--- config.mk ---
export PLATFORM = sky130hd
export DESIGN_NAME = sprw_ctl
export DESIGN_NICKNAME = d
export VERILOG_FILES = /design/src/hw/sprw_pkg.sv /design/src/hw/sprw_ctl.sv
export SDC_FILE = /design/constraint.sdc
export NUM_CORES = 1
export LEC_CHECK = 0
export BUFFER_PORTS_ARGS = -buffer_cell sky130_fd_sc_hd__buf_4
export CORE_ASPECT_RATIO = 1.2
export CORE_MARGIN = 5
export CORE_UTILIZATION = 55
export CTS_CLUSTER_SIZE = 10
export DETAILED_ROUTE_END_ITERATION = 10
export PLACE_DENSITY = 0.78
export SYNTH_ARGS = -nofsm -noshare
export SYNTH_HDL_FRONTEND = slang
export SYNTH_SLANG_ARGS = --single-unit
--- constraint.sdc ---
create_clock -name clk -period 3.85 [get_ports clk]
set_input_delay 0.77 -clock clk [delete_from_list [all_inputs] [get_ports clk]]
set_output_delay 0.77 -clock clk [all_outputs]
set_load 0.05 [all_outputs]
--- src/hw/sprw_pkg.sv ---
package sprw_pkg;

  // suspend state selector codes
  typedef enum logic [1:0]
  {
    SPRW_LOW_POWER_STATE_ZERO  = 2'h0,
    SPRW_LOW_POWER_STATE_ONE   = 2'h1,
    SPRW_LOW_POWER_STATE_TWO   = 2'h2,
    SPRW_LOW_POWER_STATE_THREE = 2'h3
  } sprw_susp_t;

  // phy reset sequencer states
  typedef enum logic [1:0]
  {
    SPRW_PHY_IDLE  = 2'h0,
    SPRW_PHY_HOLD  = 2'h1,
    SPRW_PHY_SETTLE = 2'h2
  } sprw_phy_st_t;

  // software write bundle: strobe plus data for each field
  typedef struct packed
  {
    logic       susp_we;
    sprw_susp_t susp_wd;
    logic       ethernet_phy_reset_request_we;
    logic       ethernet_phy_reset_request_wd;
    logic       lan_wake_we;
    logic       lan_wake_wd;
    logic       phy_wake_we;
    logic       phy_wake_wd;
    logic       res_clr_we;
    logic       res_clr_wd;
  } sprw_wr_t;

  // readable state of the block
  typedef struct packed
  {
    sprw_susp_t susp;
    logic       ethernet_phy_reset_request_req;
    logic       lan_wake_en;
    logic       phy_interrupt_wake_enable;
    logic       res_clr_en;
    logic       dev_ready;
  } sprw_rd_t;

  localparam sprw_susp_t SPRW_SUSP_RST      = SPRW_LOW_POWER_STATE_TWO;
  localparam logic       SPRW_ETHERNET_PHY_RESET_REQUEST_RST   = 1'b0;
  localparam logic       SPRW_LAN_WAKE_RST  = 1'b0;
  localparam logic       SPRW_PHY_WAKE_RST  = 1'b0;
  localparam logic       SPRW_RES_CLR_RST   = 1'b1;
  localparam logic       SPRW_READY_RST     = 1'b0;

  // timing: clock rate and hold times
  localparam int unsigned SPRW_CLK_MHZ       = 125;
  localparam int unsigned SPRW_HOLD_MIN_MS   = 4;
  localparam int unsigned SPRW_HOLD_LONG_MS  = 128;
  localparam int unsigned SPRW_HOLD_MIN_CYC  = SPRW_HOLD_MIN_MS * 1000 * SPRW_CLK_MHZ;
  localparam int unsigned SPRW_HOLD_LONG_CYC = SPRW_HOLD_LONG_MS * 1000 * SPRW_CLK_MHZ;
  localparam int unsigned SPRW_CNT_W         = 24;

endpackage : sprw_pkg

--- src/hw/sprw_ctl.sv ---
// Functional notes
// - two-bit suspend state selector, states zero-three
// - selector resets and unconfigured entry force two
// - states zero and one behave identically
// - writing one starts ethernet phy reset
// - phy held in reset at least 4 ms
// - request bit self-clears when phy released
// - writes ignored while request bit high and until the phy reports up
// - ready drops on request, returns when operational
// - hold may extend to 128 ms
// - lan wake enable, default zero
// - lan wake enable cleared after remote resume
// - phy interrupt wake enable, default zero
// - phy wake enable cleared after remote resume
// - resume-clear control defaults one, remote resumes only
module sprw_ctl
  import sprw_pkg::*;
#(
  parameter int unsigned HOLD_MIN_CYC  = SPRW_HOLD_MIN_CYC,
  parameter int unsigned HOLD_LONG_CYC = SPRW_HOLD_LONG_CYC
)
(
  input  wire logic     clk,
  input  wire logic     sys_rst,
  input  wire sprw_wr_t wr,
  input  wire logic     unconfigured_entry,
  input  wire logic     resume_done,
  input  wire logic     resume_remote,
  input  wire logic     skip_analog_reference_wait,
  input  wire logic     phy_operational,
  input  wire logic     other_ready,
  output sprw_rd_t      rd,
  output logic          phy_reset_out,
  output logic          lan_wake_event_en,
  output logic          phy_interrupt_event_en,
  output sprw_susp_t    suspend_state_eff
);

  // software-visible configuration
  sprw_susp_t             susp_r,      susp_nxt;
  logic                   lan_wake_r,  lan_wake_nxt;
  logic                   phy_wake_r,  phy_wake_nxt;
  logic                   res_clr_r,   res_clr_nxt;
  // phy reset sequencer and device-ready
  logic                   ready_r,     ready_nxt;
  logic                   prst_out_r,  prst_out_nxt;
  sprw_phy_st_t           st_r,        st_nxt;
  logic [SPRW_CNT_W-1:0]  cnt_r,       cnt_nxt;
  // resume-completion clear strobe
  logic                   remote_clr;

  // phy counts as up only once the other ready sources agree too
  function automatic logic sprw_phy_up
  (
    input logic op,
    input logic oth
  );
    sprw_phy_up = op & oth;
  endfunction

  // a reset request is a strobed write of one; a written zero does nothing
  function automatic logic sprw_req_one
  (
    input sprw_wr_t w
  );
    sprw_req_one = w.ethernet_phy_reset_request_we & w.ethernet_phy_reset_request_wd;
  endfunction

  // hold counter load; the count runs down to zero inclusive, hence minus one
  function automatic logic [SPRW_CNT_W-1:0] sprw_hold_load
  (
    input logic skip
  );
    // reference kept alive: the phy may leave reset after the minimum
    if (skip)
      sprw_hold_load = SPRW_CNT_W'(HOLD_MIN_CYC - 1);
    else
      sprw_hold_load = SPRW_CNT_W'(HOLD_LONG_CYC - 1);
  endfunction

  // wake enables only cleared by remote-wake resumes
  // host resumes leave the enables alone
  assign remote_clr = resume_done && resume_remote && res_clr_r;

  // configuration bits next values
  always_comb
  begin
    susp_nxt     = susp_r;
    lan_wake_nxt = lan_wake_r;
    phy_wake_nxt = phy_wake_r;
    res_clr_nxt  = res_clr_r;
    if (wr.susp_we)
      susp_nxt = wr.susp_wd;
    // falling to unconfigured wins over a same-cycle write
    if (unconfigured_entry)
      susp_nxt = SPRW_SUSP_RST;
    // software writes to the wake enables
    if (wr.lan_wake_we)
      lan_wake_nxt = wr.lan_wake_wd;
    if (wr.phy_wake_we)
      phy_wake_nxt = wr.phy_wake_wd;
    // auto clear outranks software write at resume completion
    if (remote_clr)
    begin
      lan_wake_nxt = 1'b0;
      phy_wake_nxt = 1'b0;
    end
    // resume-clear control is a plain software bit
    if (wr.res_clr_we)
      res_clr_nxt = wr.res_clr_wd;
  end

  // configuration registers with their reset values
  always_ff @(posedge clk)
  begin
    if (sys_rst)
    begin
      susp_r     <= SPRW_SUSP_RST;
      lan_wake_r <= SPRW_LAN_WAKE_RST;
      phy_wake_r <= SPRW_PHY_WAKE_RST;
      res_clr_r  <= SPRW_RES_CLR_RST;
    end
    else
    begin
      susp_r     <= susp_nxt;
      lan_wake_r <= lan_wake_nxt;
      phy_wake_r <= phy_wake_nxt;
      res_clr_r  <= res_clr_nxt;
    end
  end

  // phy reset sequencer: hold counts down, then wait for phy operational
  always_comb
  begin
    st_nxt       = st_r;
    cnt_nxt      = cnt_r;
    prst_out_nxt = prst_out_r;
    ready_nxt    = ready_r;
    unique case (st_r)
      SPRW_PHY_IDLE:
      begin
        // writes only reach here while request reads low
        if (sprw_req_one(wr))
        begin
          st_nxt       = SPRW_PHY_HOLD;
          prst_out_nxt = 1'b1;
          ready_nxt    = 1'b0;
          // skip is sampled once here; later changes do not stretch the hold
          cnt_nxt = sprw_hold_load(skip_analog_reference_wait);
        end
        else
        begin
          // first rise after reset: no request, phy merely has to come up
          ready_nxt = ready_r | sprw_phy_up(phy_operational, other_ready);
        end
      end
      SPRW_PHY_HOLD:
      begin
        // counter reaches zero on the last held cycle
        // writes to the request bit are ignored in this state
        if (cnt_r == '0)
        begin
          st_nxt       = SPRW_PHY_SETTLE;
          prst_out_nxt = 1'b0;
        end
        else
          cnt_nxt = cnt_r - SPRW_CNT_W'(1);
      end
      SPRW_PHY_SETTLE:
      begin
        // requests stay refused until the phy reports up; a second reset
        // here would only restart a phy that has not yet come up
        if (sprw_phy_up(phy_operational, other_ready))
        begin
          st_nxt    = SPRW_PHY_IDLE;
          ready_nxt = 1'b1;
        end
      end
      default:
      begin
        // unused code: release the phy and fall back to idle
        st_nxt       = SPRW_PHY_IDLE;
        prst_out_nxt = 1'b0;
      end
    endcase
  end

  // sequencer registers; counter cleared so no stale count survives reset
  always_ff @(posedge clk)
  begin
    if (sys_rst)
    begin
      st_r       <= SPRW_PHY_IDLE;
      cnt_r      <= '0;
      prst_out_r <= SPRW_ETHERNET_PHY_RESET_REQUEST_RST;
      ready_r    <= SPRW_READY_RST;
    end
    else
    begin
      st_r       <= st_nxt;
      cnt_r      <= cnt_nxt;
      prst_out_r <= prst_out_nxt;
      ready_r    <= ready_nxt;
    end
  end

  // states zero and one collapse to one behaviour downstream
  assign suspend_state_eff = (susp_r == SPRW_LOW_POWER_STATE_ONE) ?
                             SPRW_LOW_POWER_STATE_ZERO : susp_r;

  // drive and enables straight from flops, no glitches toward the phy
  assign phy_reset_out          = prst_out_r;
  assign lan_wake_event_en      = lan_wake_r;
  assign phy_interrupt_event_en = phy_wake_r;

  // readback: request bit mirrors the phy reset drive
  assign rd.susp        = susp_r;
  assign rd.ethernet_phy_reset_request_req = prst_out_r;
  assign rd.lan_wake_en = lan_wake_r;
  assign rd.phy_interrupt_wake_enable = phy_wake_r;
  assign rd.res_clr_en  = res_clr_r;
  assign rd.dev_ready   = ready_r;

endmodule // sprw_ctl

After elaboration in Yosys (flattened, before gate mapping). Index checks and enable logic that the tools add are counted.

Bits in registers: 33. Input port bits: 19. Output and inout bits: 12. Word-level logic and storage cells: 47.

Add/subtract/negate cells: 1. Eq/ne operators: 7. Mux-type cells: 15. Bitwise operators: 4. Reduce and logical (&&, ||, !) cells: 12.

Operators by type and width (count): 24-bit 2-to-1 mux (3); 24-bit case mux with 2 select lines (1); 24-bit logical NOT (1); 24-bit by 1-bit subtractor with 24-bit output, second input constant (1); 3-bit AND reduction (3); 2-bit 2-to-1 mux (4); 2-bit != test, second input constant (4); 2-bit case mux with 3 select lines (1); 2-bit by 1-bit == test with 1-bit output, second input constant (2); 1-bit 2-to-1 mux (4); 2-bit nonzero test (2); 2-bit OR reduction (2); 1-bit case mux with 3 select lines (1); 1-bit bitwise AND (2); 2-bit == test, second input constant (1); 1-bit logical AND (2); 2-bit logical NOT (1); 1-bit case mux with 2 select lines (1); 2-bit AND reduction (1); 1-bit inverter (1); 1-bit bitwise OR (1).

Logic depth before layout (Yosys ltp).
Word-level depth: 4. Mapped depth: 8. Mapped depth without buffers: 7.

Worst setup path after synthesis. Ideal clock, no wire load.

Kind: register -> register. From: register cnt_r[18]. To: register cnt_r[22]. Setup time: 0.116 ns. Data arrival time: 2.036 ns. Data required time: 3.734 ns. Slack: 1.697 ns. Cell stages (with the launch flop): 7. Buffers on the path: 1. Period minus slack after synthesis: 2.153 ns. Cells stage by stage: dfxtp_1 -> or4_1 -> or4_4 -> o21ai_4 -> buf_6 -> nand2_4 -> o211a_1.

Longest elaborated chain between the ends: 3. Elaborated cells on any way between the ends: 6. Classes of those cells: 1 x add/sub; 1 x eq/ne; 2 x mux; 2 x reduce/logical.

Ends and longest elaborated chain: start, declared (RTL line sprw_ctl.sv:48) `logic [SPRW_CNT_W-1:0] cnt_r, cnt_nxt;`; start signal, assigned (RTL line sprw_ctl.sv:201) `cnt_r <= cnt_nxt;`; 24-bit by 1-bit subtractor with 24-bit output / 24-bit logical NOT (equally long branches) (RTL line sprw_ctl.sv:167, sprw_ctl.sv:161); 24-bit 2-to-1 mux / 2-bit != test (equally long branches); 24-bit case mux with 2 select lines / 3-bit AND reduction (equally long branches).

Several ways; a longest one is shown, not always the timed one. The select of a mux whose other input is x is not followed. A chain may end at the register's enable or synchronous reset.

Worst setup path in the final report.
From: register cnt_r[14]. To: register cnt_r[6].

Longest elaborated chain between the ends: 3.

Ends and longest elaborated chain: 24-bit logical NOT (RTL line sprw_ctl.sv:161) `if (cnt_r == '0)`; 2-bit != test (no source line); 3-bit AND reduction (no source line).

Every way passes these cells.

==> metrics.txt <==
first-pass GRT wire length=8330 µm; Initial DRC Count=111; number of buffers and inverters on the critical path=0; area of the multi-input gates=1110 µm²; Post-CTS Setup Inserts=0; Die Ht=74.5 µm; post-route insts no fill=290; CTS Sinks=33; vias in the first global route=1805; skew final=0.00523 ns; post-route DRC violation count=0; CP peak stage delay=0.61 ns; Slew Limit Fails=0; number of gates resized after CTS=0; Peak Freq=381 MHz; Final Util=65.5%; CTS root buf=clkbuf_8; Syn. warnings=0; power density cells=467 nW/µm²; synthesized area=1910 µm²; Worst setup EP type=register; ys flop type=dfxtp_1; Slowest cell on crit path=or4_1; ys async rst share=0%; delay-heaviest family, CP=simple AND/OR/NAND/NOR gates; Worst Path Required=4.01 ns; Clock Latency Late Sink=0.29 ns; number of flops mapped to enable cells by yosys=0; crit path time final=2.62 ns; Die X=63.7 µm; CP Max Fanout=14; Leakage=0.000870 µW; mean post-synth cell area=8.18 µm²; Sequential Area=661 µm²; Syn Nets=254; count of cell types in the netlist=52; core area=3340 µm²; CTS tree=done; WHS=0.478 ns; Nets=273; status=completed; largest net degree at the start of global routing=30; Final ANT Viol Nets=0; antenna violations before repair=0; critical path launch point type=register; via count=1898; worst vdd ir=0.321 mV; Max Cap Viol=0; fillers=330; Post-Synthesis Cells=233; Port Buf Inserts=30; Overall Global Routing Usage=22.2%; CTS Buf Count=5; final worst-path cycle share=68.1%; post-route setup TNS=0 ns; I/O pins=31; H-tree levels=2; hpwl dp=3540 µm; Clock transition at path regs=0.07 ns; placed cells=282; Hold Crit Class=register to register; Die Footprint=4750 µm²; sequential share of the synthesized area=34.7%; Slew HR=32.2%; deepest clock path buffer count=2; Final Hold Fails=0; # rows=23; GRT overflow=0; share of cells above drive strength 1=19.8%; RSZ-0062 raised after global routing=false; GPL Wtd Cong=0.888; Avg WL per Cell=17.2 µm; Initial Util=57.1%; # setup viols final=0; cts hold-fix bufs=0; DRT Wirelength=5000 µm; drt via density=6.54; post-synthesis register bit count=33; CP arrival=2.78 ns; n_diodes=0; Slew @ Worst Pin=1.02 ns; area grow syn2layout=14.7%; drt pass-1 iters=4; critical path, cell by cell=or4_1, nor4_2, a21oi_1, nor2_1, o32ai_1; CP Class=register to register
## cells by family after synthesis
group,share of synthesized area (%)
XOR/XNOR,1.38
buffers and inverters,6.83
AND/OR/NAND/NOR,26.8
multiplexers,2.63
AO/OA/AOI/OAI,26.4
adder cells (fa/ha/maj),1.31
flip-flops,34.7
## synth_stat cells (2+ instances only)
| cell | instances | share of area, % |
|---|---|---|
| or4_1 | 6 | 2.4 |
| nor4_2 | 3 | 2.0 |
| nand4_1 | 2 | 0.66 |
| and3_1 | 2 | 0.66 |
| xor2_1 | 2 | 0.92 |
| nor4_1 | 5 | 1.6 |
| a31oi_1 | 9 | 3.0 |
| o2111ai_1 | 4 | 1.8 |
| o32ai_1 | 4 | 1.8 |
| or3_1 | 8 | 2.6 |
| dfxtp_1 | 33 | 35 |
| nor3_1 | 13 | 3.4 |
| o31ai_1 | 10 | 3.9 |
| mux2i_1 | 5 | 2.6 |
| o21ai_0 | 4 | 1.1 |
| or4_4 | 2 | 1.2 |
| buf_4 | 5 | 2.0 |
| nand3_1 | 3 | 0.79 |
| inv_1 | 8 | 1.6 |
| clkbuf_1 | 11 | 2.2 |
| nor2_1 | 26 | 5.1 |
| ha_1 | 2 | 1.3 |
| buf_2 | 2 | 0.53 |
| a21oi_1 | 17 | 4.5 |
| a211oi_1 | 4 | 1.6 |
| a41oi_1 | 2 | 0.92 |
| nand2_1 | 16 | 3.2 |
## per-layer routing
| metal | vias to the layer above | wire (µm) | global-route usage [%] |
|---|---|---|---|
| met5 | - | 0 | 0 |
| met4 | 0 | 167 | 11.8 |
| li1 | 922 | - | - |
| met3 | 17 | 430 | 6.04 |
| met2 | 94 | 2390 | 37.9 |
| met1 | 865 | 2000 | 25.3 |
## registers in the layout, summed over array words and instances (netlist names)
register and flops:
phy_reset_out 1, lan_wake_event_en 1, phy_interrupt_event_en 1, ready_r 1, susp_r 2, res_clr_r 1
cnt_r 24, st_r 2
## worst register-to-register path, cell delays in order, from the launching register on
cell	delay (ns)
dfxtp_1	0.37
or4_1	0.61
nor4_2	0.37
a21oi_1	0.37
nor2_1	0.59
o32ai_1	0.18
## per-stage QoR
step                      cell area (µm²)  setup WS, ns  total power, µW
after floorplan                      1910          1.70              655
after global placement               2080          1.34              723
after detailed placement             2080          1.33              729
after CTS                            2190          1.32             1020
after global routing                 2190          1.04             1070
final                                2190          1.23             1020
## worst paths after layout
kind              slack [ns]      start  cells after the start         to
setup / recovery        1.23  cnt_r[14]                      5   cnt_r[6]
hold / removal          0.48  cnt_r[23]                      2  cnt_r[23]
setup reg to reg        1.23  cnt_r[14]                      5   cnt_r[6]
hold reg to reg         0.48  cnt_r[23]                      2  cnt_r[23]
## layout make-up
| class | instances | area share, % |
|---|---|---|
| Inverter | 8 | 1.37 |
| Sequential cell | 33 | 30.2 |
| Clock inverter | 1 | 0.229 |
| Timing Repair Buffer | 31 | 10.6 |
| Multi-Input combinational cell | 173 | 51.0 |
| Tap cell | 37 | 2.12 |
| Clock buffer | 7 | 4.41 |
## power breakdown
group | switching, µW | internal, µW
logic | 205 | 115
clock network | 130 | 162
registers | 37.3 | 372
## cell usage in the layout, fill, tap and decap left out, types with 5 or more instances in the layout
master    instances
dfxtp_1          33
mux2i_1           5
clkbuf_8          7
o31ai_1          10
or3_1             8
buf_4            31
nor2_1           26
a21oi_1          17
nor4_1            5
a31oi_1           9
or4_1             6
nor3_1           13
inv_1             8
nand2_1          16
No activity file was read; power rests on OpenSTA's default activity.
